`src/dca_pkg.sv`:
```
// constants and types for the arithmetic datapath
// ============================================================
// Notes on behaviour
// - saturate_enable set: overflow sets flag and clamps accumulator result
// - clamp values are 7FFFFFFF for positive and 80000000 for negative overflow
// - saturate_enable clear: overflowed result wraps into accumulator, still flagged
// - logical operations never report overflow
// - overflow-taken and accumulator-zero branch conditions are provided
// - branch to accumulator takes the accumulator value as target
// - bit test on a data word, bit from instruction or operand reg, keeps accumulator
// - carry sits at bit 9 of status word one
// - add: carry equals carry-out; subtract: carry is cleared on borrow, else set
// - add/subtract shifted by 16 keep carry when no carry/no borrow
// - one-bit shifts and rotates go through carry, msb left, lsb right
// - hardware reset sets carry to one
// - add with carry and subtract with borrow use previous carry
// - accumulator stored as halves through 0 to 7 left shift, accumulator kept
// - shifted high half takes low bits from low half; low half zero-fills
// - right shift is arithmetic when sign_extension_select is 1, else logical
// - left shift always inserts zero at the lsb
// - eight aux_pointer_regs chosen by a 3-bit aux_reg_select
// - aux registers and pointer load from data, accumulator, product or immediate
// - address_index_unit steps selected register by one or by register zero
// - one arithmetic input is the accumulator, the other product, scaled data, scaled accumulator or an aux register
package dca_pkg;
  localparam int          SUM_W     = 32;
  localparam int          DATA_W    = 16;
  localparam int          AUX_N     = 8;
  localparam int          AUX_SEL_W = 3;
  localparam int          CARRY_BIT = 9;
  localparam int          HALF      = 16;
  localparam logic [31:0] SAT_POS   = 32'h7FFF_FFFF;
  localparam logic [31:0] SAT_NEG   = 32'h8000_0000;
  localparam logic [31:0] SUM_RST   = 32'h0000_0000;
  localparam logic [15:0] AUX_RST   = 16'h0000;
  localparam logic        CARRY_RST = 1'b1;

  typedef enum logic [4:0] {
    OP_NONE, OP_LOAD, OP_ADD, OP_SUB, OP_ADD_HI, OP_SUB_HI,
    OP_ADD_CARRY, OP_SUB_BORROW, OP_AND, OP_OR, OP_XOR,
    OP_SHL, OP_SHR, OP_ROTL, OP_ROTR, OP_BRANCH_ACC,
    OP_BIT_TEST, OP_STORE_HI, OP_STORE_LO
  } dca_op_t;

  typedef enum logic [1:0] {
    SRC_PRODUCT, SRC_DATA, SRC_ACCUM, SRC_AUX
  } dca_src_t;

  typedef enum logic [2:0] {
    AUX_NONE, AUX_LOAD, AUX_LOAD_SEL, AUX_INC, AUX_DEC, AUX_ADD0, AUX_SUB0
  } dca_aux_op_t;

  typedef enum logic [1:0] {
    AUX_FROM_DATA, AUX_FROM_ACCUM, AUX_FROM_PRODUCT, AUX_FROM_IMM
  } dca_aux_src_t;
endpackage

```
`src/dca_datapath.sv`:
```
// arithmetic unit, accumulator, carry/overflow and aux register file
`timescale 1ns/10ps
module dca_datapath
  import dca_pkg::*;
(
  input  wire logic                 clk_in,
  input  wire logic                 rst_in,
  input  wire logic                 op_valid_in,
  input  wire dca_op_t              op_in,
  input  wire dca_src_t             src_in,
  input  wire logic [3:0]           scale_in,
  input  wire logic [15:0]          data_in,
  input  wire logic [31:0]          product_holder_in,
  input  wire logic [15:0]          temporary_operand_reg_in,
  input  wire logic [3:0]           bit_num_in,
  input  wire logic                 bit_test_by_operand_reg_in,
  input  wire logic [2:0]           store_shift_in,
  input  wire logic                 saturate_enable_in,
  input  wire logic                 sign_extension_select_in,
  input  wire logic                 overflow_clear_in,
  input  wire dca_aux_op_t          aux_op_in,
  input  wire dca_aux_src_t         aux_src_in,
  input  wire logic [AUX_SEL_W-1:0] aux_index_in,
  input  wire logic [15:0]          aux_imm_in,
  output logic [31:0]               main_sum_register_out,
  output logic                      carry_out,
  output logic [15:0]               status_word_one_out,
  output logic                      branch_if_overflowed_out,
  output logic                      branch_if_accum_zero_out,
  output logic                      branch_take_out,
  output logic [15:0]               branch_target_out,
  output logic                      bit_test_out,
  output logic [15:0]               store_data_out,
  output logic [AUX_SEL_W-1:0]      aux_reg_select_out,
  output logic [15:0]               aux_addr_out,
  output logic [15:0]               aux_read_out
);

  // ============================================================
  // operand selection and arithmetic
  logic [31:0] accum;
  logic        carry;
  logic        ovf_flag;
  logic [15:0] aux_regs [AUX_N];
  logic [AUX_SEL_W-1:0] aux_sel;
  logic [31:0] data_ext;
  logic [31:0] operand;
  logic [32:0] sum;
  logic        is_add;
  logic        is_sub;
  logic        cin;
  logic        overflow;
  logic [31:0] next_accum;
  logic        next_carry;

  // data sign-extends only when sign extension mode is on
  assign data_ext = sign_extension_select_in ?
                    {{HALF{data_in[15]}}, data_in} : {{HALF{1'b0}}, data_in};

  always_comb begin
    case (src_in)
      SRC_PRODUCT: operand = product_holder_in;
      SRC_DATA:    operand = data_ext << scale_in;
      SRC_ACCUM:   operand = accum << scale_in;
      default:     operand = {{HALF{1'b0}}, aux_regs[aux_index_in]};
    endcase
    if (op_in == OP_ADD_HI || op_in == OP_SUB_HI) begin
      operand = {data_in, 16'h0000};
    end
  end

  assign is_add = op_in == OP_ADD || op_in == OP_ADD_HI || op_in == OP_ADD_CARRY;
  assign is_sub = op_in == OP_SUB || op_in == OP_SUB_HI || op_in == OP_SUB_BORROW;

  // subtraction as a + ~b + 1, so the carry-out already means no borrow
  always_comb begin
    case (op_in)
      OP_ADD_CARRY:  cin = carry;
      OP_SUB_BORROW: cin = carry;
      default:       cin = is_sub;
    endcase
  end

  assign sum = {1'b0, accum} + {1'b0, is_sub ? ~operand : operand} + {32'h0000_0000, cin};

  // signed overflow from operand signs, logic ops excluded
  assign overflow = (is_add && accum[31] == operand[31] && sum[31] != accum[31]) ||
                    (is_sub && accum[31] != operand[31] && sum[31] != accum[31]);

  // ============================================================
  // accumulator and carry next values
  always_comb begin
    next_accum = accum;
    next_carry = carry;
    case (op_in)
      OP_LOAD: next_accum = operand;
      OP_ADD, OP_SUB, OP_ADD_CARRY, OP_SUB_BORROW: begin
        next_accum = sum[31:0];
        next_carry = sum[32];
      end
      OP_ADD_HI: begin
        next_accum = sum[31:0];
        if (sum[32]) begin
          next_carry = 1'b1;
        end
      end
      OP_SUB_HI: begin
        next_accum = sum[31:0];
        if (!sum[32]) begin
          next_carry = 1'b0;
        end
      end
      OP_AND: next_accum = accum & operand;
      OP_OR:  next_accum = accum | operand;
      OP_XOR: next_accum = accum ^ operand;
      OP_SHL: begin
        next_accum = {accum[30:0], 1'b0};
        next_carry = accum[31];
      end
      OP_SHR: begin
        next_accum = {sign_extension_select_in & accum[31], accum[31:1]};
        next_carry = accum[0];
      end
      OP_ROTL: begin
        next_accum = {accum[30:0], carry};
        next_carry = accum[31];
      end
      OP_ROTR: begin
        next_accum = {carry, accum[31:1]};
        next_carry = accum[0];
      end
      default: next_accum = accum;
    endcase
    if (overflow && saturate_enable_in) begin
      next_accum = accum[31] ? SAT_NEG : SAT_POS;
    end
  end

  always_ff @(posedge clk_in or posedge rst_in) begin
    if (rst_in) begin
      accum <= SUM_RST;
    end else if (op_valid_in) begin
      accum <= next_accum;
    end
  end

  always_ff @(posedge clk_in or posedge rst_in) begin
    if (rst_in) begin
      carry <= CARRY_RST;
    end else if (op_valid_in) begin
      carry <= next_carry;
    end
  end

  // set wins over a clear arriving in the same cycle
  always_ff @(posedge clk_in or posedge rst_in) begin
    if (rst_in) begin
      ovf_flag <= 1'b0;
    end else if (op_valid_in && overflow) begin
      ovf_flag <= 1'b1;
    end else if (overflow_clear_in) begin
      ovf_flag <= 1'b0;
    end
  end

  // ============================================================
  // store path, branch target, bit test
  always_ff @(posedge clk_in or posedge rst_in) begin
    if (rst_in) begin
      store_data_out <= 16'h0000;
    end else if (op_valid_in && op_in == OP_STORE_HI) begin
      store_data_out <= 16'((accum << store_shift_in) >> HALF);
    end else if (op_valid_in && op_in == OP_STORE_LO) begin
      store_data_out <= accum[15:0] << store_shift_in;
    end
  end

  always_ff @(posedge clk_in or posedge rst_in) begin
    if (rst_in) begin
      branch_take_out   <= 1'b0;
      branch_target_out <= 16'h0000;
    end else begin
      branch_take_out <= op_valid_in && op_in == OP_BRANCH_ACC;
      if (op_valid_in && op_in == OP_BRANCH_ACC) begin
        branch_target_out <= accum[15:0];
      end
    end
  end

  always_ff @(posedge clk_in or posedge rst_in) begin
    if (rst_in) begin
      bit_test_out <= 1'b0;
    end else if (op_valid_in && op_in == OP_BIT_TEST) begin
      bit_test_out <= bit_test_by_operand_reg_in ?
                      data_in[temporary_operand_reg_in[3:0]] :
                      data_in[bit_num_in];
    end
  end

  // ============================================================
  // aux register file and index unit
  logic [15:0] aux_load;
  logic [15:0] aux_cur;
  logic [15:0] next_aux_cur;

  always_comb begin
    case (aux_src_in)
      AUX_FROM_DATA:    aux_load = data_in;
      AUX_FROM_ACCUM:   aux_load = accum[15:0];
      AUX_FROM_PRODUCT: aux_load = product_holder_in[15:0];
      default:          aux_load = aux_imm_in;
    endcase
  end

  assign aux_cur = aux_regs[aux_sel];

  // own adder so the main unit stays free
  always_comb begin
    case (aux_op_in)
      AUX_INC:  next_aux_cur = aux_cur + 16'h0001;
      AUX_DEC:  next_aux_cur = aux_cur - 16'h0001;
      AUX_ADD0: next_aux_cur = aux_cur + aux_regs[0];
      AUX_SUB0: next_aux_cur = aux_cur - aux_regs[0];
      default:  next_aux_cur = aux_cur;
    endcase
  end

  always_ff @(posedge clk_in or posedge rst_in) begin
    if (rst_in) begin
      aux_sel <= '0;
    end else if (aux_op_in == AUX_LOAD_SEL) begin
      aux_sel <= aux_load[AUX_SEL_W-1:0];
    end
  end

  for (genvar i = 0; i < AUX_N; i++) begin : g_aux
    always_ff @(posedge clk_in or posedge rst_in) begin
      if (rst_in) begin
        aux_regs[i] <= AUX_RST;
      end else if (aux_op_in == AUX_LOAD && aux_index_in == AUX_SEL_W'(i)) begin
        aux_regs[i] <= aux_load;
      end else if (aux_sel == AUX_SEL_W'(i) && aux_op_in != AUX_LOAD) begin
        aux_regs[i] <= next_aux_cur;
      end
    end
  end

  // ============================================================
  // outputs
  assign main_sum_register_out    = accum;
  assign carry_out                = carry;
  assign status_word_one_out      = 16'(carry) << CARRY_BIT;
  assign branch_if_overflowed_out = ovf_flag;
  assign branch_if_accum_zero_out = accum == SUM_RST;
  assign aux_reg_select_out       = aux_sel;
  assign aux_addr_out             = aux_cur;
  assign aux_read_out             = aux_regs[aux_index_in];
endmodule // dca_datapath

```
`config.mk`:
```
export PLATFORM = sky130hd
export DESIGN_NAME = dca_datapath
export DESIGN_NICKNAME = d
export VERILOG_FILES = /design/src/dca_pkg.sv /design/src/dca_datapath.sv
export SDC_FILE = /design/constraint.sdc
export NUM_CORES = 1
export LEC_CHECK = 0
export BUFFER_PORTS_ARGS = -buffer_cell sky130_fd_sc_hd__buf_4
export CAP_MARGIN = 20
export CORE_UTILIZATION = 23
export DETAILED_ROUTE_END_ITERATION = 7
export PLACE_DENSITY = 0.47
export SKIP_LAST_GASP = 1
export SYNTH_ARGS = -nofsm -noshare
export SYNTH_HDL_FRONTEND = slang
export SYNTH_SLANG_ARGS = --single-unit
```
`constraint.sdc`:
```
create_clock -name clk_in -period 16.9 [get_ports clk_in]
set_input_delay 1.69 -clock clk_in [delete_from_list [all_inputs] [get_ports clk_in]]
set_output_delay 1.69 -clock clk_in [all_outputs]
set_load 0.02 [all_outputs]
```
# [After elaboration in Yosys (flattened, before gate mapping)]
# Index checks and enable logic that the tools add are counted.
# W data, S select, Z words.
[word_totals] register_bits=199 input_bits=113 out_inout_bits=120 wordCells=185
[op_classes] addsub=6 order_cmp=4 eq_ne=48 shift=4 n_mux=44 n_bitwise=7 n_reduce_logical=56
[op_table] cell="$mux W16" n=22
[op_table] cell="$pmux W32 S9" n=1
[op_table] cell="$mux W32" n=5
[op_table] cell="$bmux W16 S3" n=2
[op_table] cell="$pmux W32 S3" n=1
[op_table] cell="$pmux W16 S4" n=1
[op_table] cell="$shl A32 B4 Y32" n=2
[op_table] cell="$pmux W16 S3" n=1
[op_table] cell="$eq A5 B4 Y1 const B" n=8
[op_table] cell="$add A32 B32 Y33" n=1
[op_table] cell="$add A33 B1 Y33" n=1
[op_table] cell="$eq A3 B3 Y1 const B" n=11
[op_table] cell="$and A32 B32 Y32" n=1
[op_table] cell="$logic_not A32 Y1" n=1
[op_table] cell="$not A32 Y32" n=1
[op_table] cell="$or A32 B32 Y32" n=1
[op_table] cell="$shl A32 B3 Y32" n=1
[op_table] cell="$xor A32 B32 Y32" n=1
[op_table] cell="$logic_and A1 B1 Y1" n=26
[op_table] cell="$eq A5 B3 Y1 const B" n=4
[op_table] cell="$reduce_bool A2 Y1" n=10
[op_table] cell="$eq A3 B2 Y1 const B" n=6
[op_table] cell="$add A16 B1 Y16 const B" n=1
[op_table] cell="$add A16 B16 Y16" n=1
[op_table] cell="other kinds (30)" n=59

# [Logic depth before layout (Yosys ltp)]
# Gate-level depths: netlist (run 1).
[logic_depth] ltp_word=16 mapped_depth=25

# [Worst setup path before layout (run 1)]
# No wires, ideal clock.
[synth_path] path_type="input to register" start="input port aux_index_in[0]" end="register accum[18] (netlist: main_sum_register_out[18])" setup_ns=0.119 arrival_ns=6.101 t_required_ns=16.781 setup_slack_ns=10.680 stages=21 n_path_buf=4 cell_sequence="clkbuf_1 -> buf_2 -> clkbuf_1 -> mux4_2 -> mux2_2 -> nand2_1 -> o21ai_0 -> nand2_1 -> xor2_1 -> ha_1 -> a2111oi_0 -> o21ai_0 -> a21oi_1 -> o21ai_0 -> a41oi_1 -> xnor2_2 -> mux2i_1 -> buf_2 -> a21oi_1 -> a21oi_1 -> nor2_1"
[synth_between] elab_chain_cells=16 word_cells_on_any_way=19 cone_classes="2 x add/sub; 1 x eq/ne; 8 x mux; 2 x bitwise; 6 x reduce/logical"
[synth_lines] item="start, declared" line="dca_datapath.sv:23" source="input wire logic [AUX_SEL_W-1:0] aux_index_in,"
[synth_lines] item="$not A3 Y4 *"
[synth_lines] item="$bmux W16 S3 *"
[synth_lines] item="$mux W16 * (2 in series)"
[synth_lines] item="net aux_read_out[3]" line="dca_datapath.sv:36" source="output logic [15:0] aux_read_out"
[synth_lines] item="$pmux W32 S3 *" line="dca_datapath.sv:61" source="case (src_in)"
[synth_lines] item="$mux W32 *" line="dca_datapath.sv:67" source="if (op_in == OP_ADD_HI || op_in == OP_SUB_HI) begin"
[synth_lines] item="$not A32 Y32" line="dca_datapath.sv:84" source="assign sum = {1'b0, accum} + {1'b0, is_sub ? ~operand : operand} + {32'h0000_0000, cin};"
[synth_lines] item="$mux W32 *" line="dca_datapath.sv:84"
[synth_lines] item="$add A32 B32 Y33 *" line="dca_datapath.sv:84"
[synth_lines] item="$add A33 B1 Y33 *" line="dca_datapath.sv:84"
[synth_lines] item="$ne A1 B1 Y1" line="dca_datapath.sv:87, dca_datapath.sv:88"
[synth_lines] item="$logic_and A1 B1 Y1 (on tied branches)" line="dca_datapath.sv:87, dca_datapath.sv:88"
[synth_lines] item="$logic_or A1 B1 Y1" line="dca_datapath.sv:87" source="assign overflow = (is_add && accum[31] == operand[31] && sum[31] != accum[31]) ||"
[synth_lines] item="$logic_and A1 B1 Y1" line="dca_datapath.sv:134" source="if (overflow && saturate_enable_in) begin"
[synth_lines] item="$reduce_bool A10 Y1 (no line)"
[synth_lines] item="$reduce_and A2 Y1 (no line)"
[synth_lines] item="end signal, assigned" line="dca_datapath.sv:143" source="accum <= next_accum;"
[synth_lines] item="end, declared" line="dca_datapath.sv:41" source="logic [31:0] accum;"
# The timed path passes the listed nets; every way through them passes the cells marked *. The select of a mux whose other input is x is not followed.
# A chain may end at the register's enable or synchronous reset.

# [Worst setup path after layout (run 1)]
[layout_path] start="input port src_in[0]" end="register accum[4] (netlist: main_sum_register_out[4])"
[layout_between] elab_chain_cells=13 word_cells_on_any_way=25 cone_classes="2 x add/sub; 5 x eq/ne; 5 x mux; 4 x bitwise; 9 x reduce/logical"
[layout_lines] item="start, declared" line="dca_datapath.sv:10" source="input wire dca_src_t src_in,"
[layout_lines] item="$eq A2 B2 Y1 (tied with other cells)" line="dca_datapath.sv:61"
[layout_lines] item="$pmux W32 S3 *" line="dca_datapath.sv:61"
[layout_lines] item="$mux W32 *" line="dca_datapath.sv:67"
[layout_lines] item="$not A32 Y32" line="dca_datapath.sv:84"
[layout_lines] item="$mux W32" line="dca_datapath.sv:84"
[layout_lines] item="$add A32 B32 Y33" line="dca_datapath.sv:84"
[layout_lines] item="$add A33 B1 Y33" line="dca_datapath.sv:84"
[layout_lines] item="$ne A1 B1 Y1" line="dca_datapath.sv:87, dca_datapath.sv:88"
[layout_lines] item="$logic_and A1 B1 Y1 (on tied branches)" line="dca_datapath.sv:87, dca_datapath.sv:88"
[layout_lines] item="$logic_or A1 B1 Y1" line="dca_datapath.sv:87"
[layout_lines] item="$logic_and A1 B1 Y1" line="dca_datapath.sv:134"
[layout_lines] item="$reduce_bool A10 Y1 (no line)"
[layout_lines] item="$reduce_and A2 Y1 (no line)"
# Every way passes the cells marked *; elsewhere a longest branch is shown, timed or not.

==> flow_summary.json, run 1 <==
{
  "layout_common_cells": "303 x nand2_1, 257 x buf_4, 200 x o21ai_0",
  "async_reset_ff_share_pct": 100,
  "final_common_cell": "nand2_1",
  "worstSetupPathType": "input pin to flop",
  "crit_arrival_ns": 8.11,
  "synthAdderAreaFrac_pct": 7.41,
  "grt_use_met2_pct": 31.4,
  "totalWireLength_um": 89900,
  "drtAntennaViolNets": 0,
  "synthMuxAreaShare_pct": 19.6,
  "regToRegSetupSlack_ns": 10.77,
  "power_mw": 3.41,
  "initial_core_util_pct": 23.4,
  "whs_path_depth": 2,
  "clock_tree.buffer_depth": 2,
  "global_route.usage.met3_pct": 4.37,
  "clk_pin_slew_ns": 0.10,
  "core_mm2": 0.0858,
  "multi_input_area_mm2": 0.0139,
  "synth_xor_area_share_pct": 3.31,
  "place.gp.congestion": 0.932,
  "firstDrtPassIters": 7,
  "ctsHtreeMaxLevel": 4,
  "num-fill-cells": 9302,
  "io_buffers": 205,
  "busiest_layer": "met2",
  "rsz0062_at_grt": "false",
  "seq_area_mm2": 0.00498,
  "dp_hpwl_um": 65200,
  "wl_per_cell_um": 25.1,
  "cp.required_ns": 17.16,
  "grt_pass1_vias": 18564,
  "yosysTopAreaCell": "dfrtp_1",
  "yosys.area_share.simple_pct": 13.9,
  "tritoncts": "yes",
  "cts_resized": 0,
  "tns_ns": 0,
  "leakagePower_nw": 9.75,
  "postCtsHoldBufs": 0,
  "drc": 0,
  "r2r_cells": 14,
  "synth_edf_count": 0,
  "layout_min_cycle_time_ns": 7.86,
  "yosys_most_used_dff": "dfrtp_1",
  "yosys_register_bits": 199,
  "r2r-start": "main_sum_register_out[0]",
  "startpoint_type": "input pin",
  "min_path_type": "flop to flop",
  "min_from": "store_data_out[10]",
  "ys_seq_area_share_pct": 24.8,
  "ys_types": 84,
  "maxSlewHeadroom_pct": 20.6,
  "post-route-period-util_pct": 46.5,
  "nets": 2647,
  "synth_compound_gate_area_share_pct": 24.6,
  "crit_fanout": 26,
  "detail_route.iter0.violations": 1981,
  "cts_root_buf": "clkbuf_16",
  "drv_slew": 0,
  "clk_latency_ns": 0.51,
  "outcome": "finished clean",
  "synth_cells": 2340,
  "min_to": "store_data_out[10]",
  "rr_endpoint": "main_sum_register_out[4]",
  "fmaxAchievable_mhz": 127,
  "setup_viol": 0,
  "ys_warn_count": 0,
  "cap_violations": 0,
  "synth_top_family_by_area": "compound AO/OA/AOI/OAI gates",
  "grt_pass1_wl_um": 132000,
  "grt_util_met1_pct": 27.4,
  "cellPowerDensity_mw_per_mm2": 146,
  "grt_antenna_before_repair": 1,
  "die_w_um": 297,
  "die_area_mm2": 0.0884,
  "die_y_um": 297,
  "numCtsBuffers": 17,
  "ios": 233,
  "ir_worst_vdd_mv": 0.102,
  "cp-end-kind": "flop",
  "syn_area_per_cell_um2": 8.57,
  "synth_top_area_share_pct": 24.7,
  "layout-drive-gt1-share_pct": 20.5,
  "area_growth_pct": 16.2,
  "grt_usage_pct": 19.9,
  "rows": 107,
  "via_count": 19853,
  "grt_max_degree": 85,
  "postCtsSetupBuffers": 0,
  "netlist_area_mm2": 0.0201,
  "via_per_inst": 5.55,
  "grt-ovfl-total": 0,
  "fin_skew_ns": 0.0358,
  "worst_pin_slew_ns": 1.18,
  "cts_sinks": 199,
  "ys_top_cells_by_area": "dfrtp_1 25%, mux4_2 12%, ha_1 7.1%",
  "hold_viol_final": 0
}
state kept, by name, indices dropped and copies added (netlist names):
signal and flops:
aux_reg_select_out 3, aux_regs 128, bit_test_out 1, branch_if_overflowed_out 1, branch_take_out 1, branch_target_out 16, carry_out 1, main_sum_register_out 32
store_data_out 16
layer usage:
| layer | vias up | wire length [um] | share of wire, % |
|---|---|---|---|
| li1 | 8900 | - | - |
| met1 | 10016 | 39600 | 44 |
| met2 | 848 | 41100 | 46 |
| met3 | 89 | 7220 | 8.0 |
| met4 | 0 | 1960 | 2.2 |
| met5 | - | 0 | 0 |
worst max-delay path by stage:
stage	start	to	slack, ns	cells after the start
2_1_floorplan	rst_in	aux_reg_select_out[0]	9.79	1
5_1_grt	src_in[0]	main_sum_register_out[15]	8.50	23
6_report	src_in[0]	main_sum_register_out[4]	9.04	20
4_1_cts	src_in[0]	main_sum_register_out[6]	9.09	23
3_3_place_gp	src_in[0]	main_sum_register_out[29]	8.58	23
3_5_place_dp	src_in[0]	main_sum_register_out[6]	8.58	23
final cells by class:
cell class | count | area share (%)
Clock inverter | 15 | 0.875
Timing Repair Buffer | 257 | 8.28
Sequential cell | 199 | 21.4
Multi-Input combinational cell | 1840 | 59.8
Inverter | 102 | 1.67
Antenna cell | 1 | 0.0107
Tap cell | 1144 | 6.14
Clock buffer | 17 | 1.83
kinds of logic (layout without fill, tap and decap cells):
kind of cell | after synthesis | in the layout
AOI/OAI and AO/OA | 754 | 754
and+or+nand+nor | 633 | 633
buffers and inverters | 315 | 391
muxes | 247 | 247
DFF | 199 | 199
adders and majority gates | 117 | 117
xor gates and xnor gates | 74 | 74
other | 1 | 16
synthesized netlist by cell type (15+ instances only):
master	count
nand2_1	304
o21ai_0	200
dfrtp_1	198
nor2_1	165
clkbuf_1	161
a21oi_1	159
ha_1	114
mux4_2	109
inv_1	98
mux2i_1	82
a22oi_1	79
o221ai_1	61
mux2_2	55
xnor2_1	39
o211ai_1	33
xor2_1	33
nor3_1	28
a221oi_1	27
nand3_1	24
a211oi_1	22
o21a_1	20
buf_1	19
nand2b_1	19
a222oi_1	18
buf_2	17
o22ai_1	17
a31oi_1	16
buf_4	16
o21ai_1	15
worst max-delay path, stage by stage:
cell and delay (ns):
buf_4 0.11, inv_1 0.07, ha_1 0.15, buf_4 0.30, clkinv_1 0.63, mux4_2 0.74
o21ai_0 0.34, nor2_1 0.10, a2111oi_0 0.39, a211oi_1 0.22, xnor2_1 0.20, ha_1 0.37
nand2_1 0.12, o21ai_0 0.20, a21oi_1 0.11, o21ai_0 0.50, a41oi_1 0.27, xnor2_2 0.26
o21ai_0 0.95, o22ai_1 0.38
where the power goes:
group | switching [mW] | total [mW] | internal, mW
Clock | 0.261 | 0.468 | 0.207
Combinational | 1.28 | 2.10 | 0.817
Sequential | 0.191 | 0.850 | 0.659
metrics by stage:
| stage | area (um2) | utilization, % | instances | setup slack (ns) | hold WS (ns) |
|---|---|---|---|---|---|
| 6_report | 23300 | 27.2 | 3575 | 9.04 | 0.488 |
| 5_1_grt | 23300 | 27.2 | 3575 | 8.50 | 0.527 |
| 4_1_cts | 23300 | 27.2 | 3574 | 9.09 | 0.496 |
| 3_5_place_dp | 22700 | 26.4 | 3542 | 8.58 | 0.475 |
| 3_3_place_gp | 22700 | 26.4 | 3542 | 8.58 | 0.470 |
| 2_1_floorplan | 20100 | - | 2354 | 9.79 | 0.464 |
Power figures use the tool's default switching activity.
==> run 2, diff against run 1 <==
--- a/config.mk
+++ b/config.mk
@@ -9,7 +9,7 @@
 export CAP_MARGIN = 20
 export CORE_UTILIZATION = 23
 export DETAILED_ROUTE_END_ITERATION = 7
-export PLACE_DENSITY = 0.47
+export PLACE_DENSITY = 0.49
 export SKIP_LAST_GASP = 1
 export SYNTH_ARGS = -nofsm -noshare
 export SYNTH_HDL_FRONTEND = slang
==> constraint.sdc (replaced) <==
create_clock -name clk_in -period 7.1 [get_ports clk_in]
set_input_delay 0.71 -clock clk_in [delete_from_list [all_inputs] [get_ports clk_in]]
set_output_delay 0.71 -clock clk_in [all_outputs]
set_load 0.02 [all_outputs]
==> run 2 against run 1 <==
Clock skew is 0.0036 ns lower. Final cell count up 0.73%. Design area grew 1.1%. Largest cell class unchanged.
==> flow_summary.json, run 2 (synthesis gave the netlist of run 1 again) <==
{
  "outcome": "finished clean",
  "hold_viol_final": 0,
  "layout-drive-gt1-share_pct": 21.3,
  "post-route-period-util_pct": 83.5,
  "min_path_type": "input pin to asynchronous set/reset pin",
  "placedCellCount": 3566,
  "initial_core_util_pct": 23.4,
  "ios": 233,
  "cts_root_buf": "clkbuf_16",
  "io_buffers": 205,
  "grt_usage_pct": 20.0,
  "crit_arrival_ns": 6.32,
  "grt_pass1_wl_um": 133000,
  "postCtsSetupBuffers": 0,
  "clock_tree.buffer_depth": 2,
  "fin_skew_ns": 0.0322,
  "grt-ovfl-total": 0,
  "tritoncts": "yes",
  "crit_fanout": 51,
  "numCtsBuffers": 17,
  "drc": 0,
  "grt_pass1_vias": 18833,
  "cts_sinks": 199,
  "area_growth_pct": 17.5,
  "clk_latency_ns": 0.53,
  "detail_route.iter0.violations": 2112,
  "tns_ns": 0,
  "startpoint_type": "input pin",
  "cellPowerDensity_mw_per_mm2": 348,
  "fmaxAchievable_mhz": 169,
  "grt_max_degree": 77,
  "wl_per_cell_um": 25.2,
  "ctsHtreeMaxLevel": 4,
  "die_w_um": 297,
  "worst_pin_slew_ns": 1.10,
  "layout_min_cycle_time_ns": 5.93,
  "via_count": 19934,
  "maxSlewHeadroom_pct": 24.6,
  "drtAntennaViolNets": 0,
  "drv_slew": 0,
  "power_mw": 8.21,
  "setup_viol": 0,
  "via_per_inst": 5.54,
  "postCtsHoldBufs": 0,
  "totalWireLength_um": 90600,
  "layout_common_cells": "303 x nand2_1, 281 x buf_4, 200 x o21ai_0",
  "worstSetupPathType": "input pin to flop",
  "grt_antenna_before_repair": 1,
  "cp.required_ns": 7.49,
  "diodes": 0,
  "largest_register_ffs": 128,
  "rows": 107,
  "cts_resized": 0,
  "place.gp.congestion": 0.953,
  "leakagePower_nw": 9.90,
  "cap_violations": 0,
  "ir_worst_vdd_mv": 0.275,
  "fin_cells": 3601,
  "dp_hpwl_um": 65700,
  "firstDrtPassIters": 7,
  "clk_pin_slew_ns": 0.10,
  "cp-end-kind": "flop",
  "largest_register": "aux_regs",
  "rsz0062_at_grt": "false",
  "nets": 2674,
  "die_y_um": 297,
  "core_mm2": 0.0858,
  "die_area_mm2": 0.0884,
  "final_common_cell": "nand2_1"
}
## run 2: final timing paths
path	start	end	slack [ns]	cells after the start
setup reg to reg	main_sum_register_out[15]	main_sum_register_out[5]	1.29	19
hold / removal	rst_in	main_sum_register_out[25]	0.26	2
min in group clk_in	overflow_clear_in	branch_if_overflowed_out	0.37	2
setup / recovery	scale_in[1]	main_sum_register_out[5]	1.17	19
max in group asynchronous	rst_in	aux_regs[106]	5.62	3
hold reg to reg	store_data_out[15]	store_data_out[15]	0.49	2
## run 2: critical path: stages
cell,delay (ns)
buf_4,0.47
mux2_2,0.41
mux4_2,0.52
o21ai_0,0.37
nor2_1,0.08
a2111oi_0,0.34
a211oi_1,0.22
xnor2_1,0.20
ha_1,0.36
nand2_1,0.12
o21ai_0,0.18
a21oi_1,0.11
o21ai_0,0.49
a41oi_1,0.25
xnor2_2,0.37
mux2i_1,0.27
buf_4,0.19
nand2_1,0.33
o221a_2,0.25
## run 2: area by class of cell
class	instances	area, um2
Tap cell	1144	1430
Fill cell	9214	62200
Clock inverter	15	236
Timing Repair Buffer	284	2160
Clock buffer	17	425
Sequential cell	199	4980
Inverter	102	390
Multi-Input combinational cell	1840	13900
## run 2: per-stage QoR
| stage | instance area (um2) | hold slack [ns] | utilization (%) | worst slack, ns |
|---|---|---|---|---|
| 5_1_grt | 23600 | 0.296 | 27.5 | 0.779 |
| 6_report | 23600 | 0.258 | 27.5 | 1.17 |
| 4_1_cts | 23500 | 0.280 | 27.4 | 1.24 |
| 3_3_place_gp | 22800 | 0.471 | 26.6 | 0.688 |
| 2_1_floorplan | 20100 | 0.464 | - | 0.966 |
| 3_5_place_dp | 22900 | 0.476 | 26.6 | 0.706 |
## run 2: where the power goes
group / switching, mW / internal [mW] / total, mW
Combinational: 3.07 / 1.96 / 5.03
Clock: 0.647 / 0.507 / 1.15
Sequential: 0.451 / 1.57 / 2.02
## run 2: layer usage
metal  vias to the layer above  global-route usage (%)  share of wire, %
li1                       8946                       -                 -
met1                     10012                    28.2                44
met2                       891                    31.3                46
met3                        83                    3.32               7.9
met4                         2                    5.92               2.2
met5                         -                       0             0.012
==> run 3, diff against run 2 <==
==> constraint.sdc (replaced) <==
create_clock -name clk_in -period 5.37 [get_ports clk_in]
set_input_delay 0.537 -clock clk_in [delete_from_list [all_inputs] [get_ports clk_in]]
set_output_delay 0.537 -clock clk_in [all_outputs]
set_load 0.02 [all_outputs]
==> run 3 against run 2 <==
Worst hold slack lost 0.072 ns. Clock skew shrank 0.0038 ns. Largest power group unchanged. First-iteration DRC count shrank 3.9%. Sequential cell count is the same. Die area is the same. Largest cell class unchanged. Clock-buffer cell count is the same.
==> flow_summary.json, run 3 (synthesis gave the netlist of run 1 again) <==
{
  "outcome": "finished clean",
  "wl_met1_um": 41500,
  "cp_slowest_cell": "dfrtp_1",
  "drtAntennaViolNets": 0,
  "max_stage_delay_ns": 0.51,
  "die_area_mm2": 0.0884,
  "largest_register_ffs": 128,
  "power_mw": 11.4,
  "layout-drive-gt1-share_pct": 27.5,
  "met2_length_um": 42700,
  "worst-path-buf-inv": 4,
  "drc": 0,
  "grt_antenna_before_repair": 2,
  "placedCellCount": 3770,
  "core_mm2": 0.0858,
  "leakagePower_nw": 10.9,
  "tritoncts": "yes",
  "crit_family": "compound AO/OA/AOI/OAI gates",
  "grt_pass1_wl_um": 135000,
  "final_common_cell": "buf_4",
  "highest_layer": "met5",
  "diodes": 0,
  "ir_worst_vdd_mv": 0.345,
  "layout_common_cells": "478 x buf_4, 302 x nand2_1, 199 x o21ai_0",
  "min_path_type": "input pin to asynchronous set/reset pin",
  "largest_register": "aux_regs",
  "die_y_um": 297,
  "fin_skew_ns": 0.0284,
  "cp.required_ns": 5.78,
  "startpoint_type": "flop",
  "clk_latency_ns": 0.52,
  "clock_tree.buffer_depth": 2,
  "area_growth_pct": 25.5,
  "dp_hpwl_um": 70000,
  "rows": 107,
  "crit_arrival_ns": 5.38,
  "io_buffers": 205,
  "layout_min_cycle_time_ns": 4.98,
  "cts_sinks": 199,
  "grt-ovfl-total": 0,
  "cp-end-kind": "flop",
  "hold_viol_final": 0,
  "maxSlewHeadroom_pct": 23.5,
  "worstSetupPathType": "flop to flop",
  "rsz0062_at_grt": "false",
  "die_w_um": 297,
  "fmaxAchievable_mhz": 201,
  "via_per_inst": 5.40,
  "cap_violations": 0,
  "setup_viol": 0,
  "ios": 233,
  "crit_fanout": 10,
  "totalWireLength_um": 92300,
  "clk_pin_slew_ns": 0.10,
  "fin_cells": 3803,
  "wl_per_cell_um": 24.3,
  "initial_core_util_pct": 23.4,
  "cts_root_buf": "clkbuf_16",
  "crit_top_cell": "buf_4",
  "worst_pin_slew_ns": 1.14,
  "grt_usage_pct": 20.4,
  "met3_length_um": 5970,
  "via_count": 20540,
  "detail_route.iter0.violations": 2030,
  "grt_max_degree": 112,
  "drv_slew": 0,
  "grt_pass1_vias": 19316,
  "place.gp.congestion": 0.966,
  "numCtsBuffers": 17,
  "ctsHtreeMaxLevel": 4,
  "path_cells": "mux4_2, mux2i_1, buf_4, nor2_1, a21oi_1, o21ai_0, nand2_1, xor2_1, ha_1, o21ai_0, buf_4, o21ai_0, a21oi_2, o21ai_1, a41oi_2, xnor2_2, buf_4, a21boi_2, buf_4, o2111ai_1, a21oi_1, nor3_1",
  "post-route-period-util_pct": 92.7,
  "cellPowerDensity_mw_per_mm2": 454,
  "firstDrtPassIters": 8,
  "nets": 2876
}
run 3: worst register-to-register path, delay by kind of cell (launching register included):
| kind | cells | cell delay [ns] |
|---|---|---|
| AO/OA/AOI/OAI | 10 | 2.20 |
| multiplexers | 2 | 0.41 |
| XOR/XNOR | 2 | 0.37 |
| AND/OR/NAND/NOR | 3 | 0.38 |
| buffers and inverters | 4 | 0.70 |
| adder cells (fa/ha/maj) | 1 | 0.33 |
| flip-flops | 1 | 0.51 |
run 3: per-layer routing:
metal  vias to the layer above  global-route usage, %
met5                         -                      0
met4                         2                   5.36
met3                        76                   2.86
met2                       840                   32.7
met1                     10256                   28.6
li1                       9366                      -
run 3: metrics by stage:
stage               util (%)  setup WS [ns]  hold WS [ns]  TNS, ns  instance area (um2)
finish                  29.3          0.394         0.186        0                25200
CTS                     29.3         0.0998         0.205        0                25100
floorplan                  -          0.303         0.464        0                20100
global route            29.3        0.00870         0.245        0                25200
detailed placement      28.5         -0.339         0.471    -7.38                24500
global placement        28.5         -0.324         0.469    -7.36                24500
run 3: timing repair:
action,in CTS,in global routing
hold buffers,0,0
setup endpoints to repair,0,34
buffers inserted,0,0
gates resized for setup,0,8
run 3: final cells by class:
type                    count  area [um2]
inverters                 102         387
well taps                1144        1430
multi-input cells        1840       14000
clock inverters            15         236
flip-flops and latches    199        4980
fillers                  9191       60600
repair buffers            486        3740
clock buffers              17         425
run 3: power by group:
part | internal (mW) | switching, mW | leakage (nW) | total [mW]
Sequential | 2.08 | 0.548 | 2.51 | 2.63
Clock | 0.669 | 0.835 | 0.316 | 1.50
Combinational | 3.07 | 4.23 | 8.08 | 7.31
Total | 5.82 | 5.62 | 10.9 | 11.4
run 3: worst paths after layout:
check                                              start                        end  slack [ns]  cells after the start
worst max-delay path            main_sum_register_out[2]  main_sum_register_out[24]        0.39                     22
max in group asynchronous                         rst_in              aux_regs[107]        3.88                      4
worst min register to register        store_data_out[12]         store_data_out[12]        0.49                      2
worst min-delay path                              rst_in  main_sum_register_out[21]        0.19                      3
min in group clk_in                    overflow_clear_in   branch_if_overflowed_out        0.22                      2
worst max register to register  main_sum_register_out[2]  main_sum_register_out[24]        0.39                     22
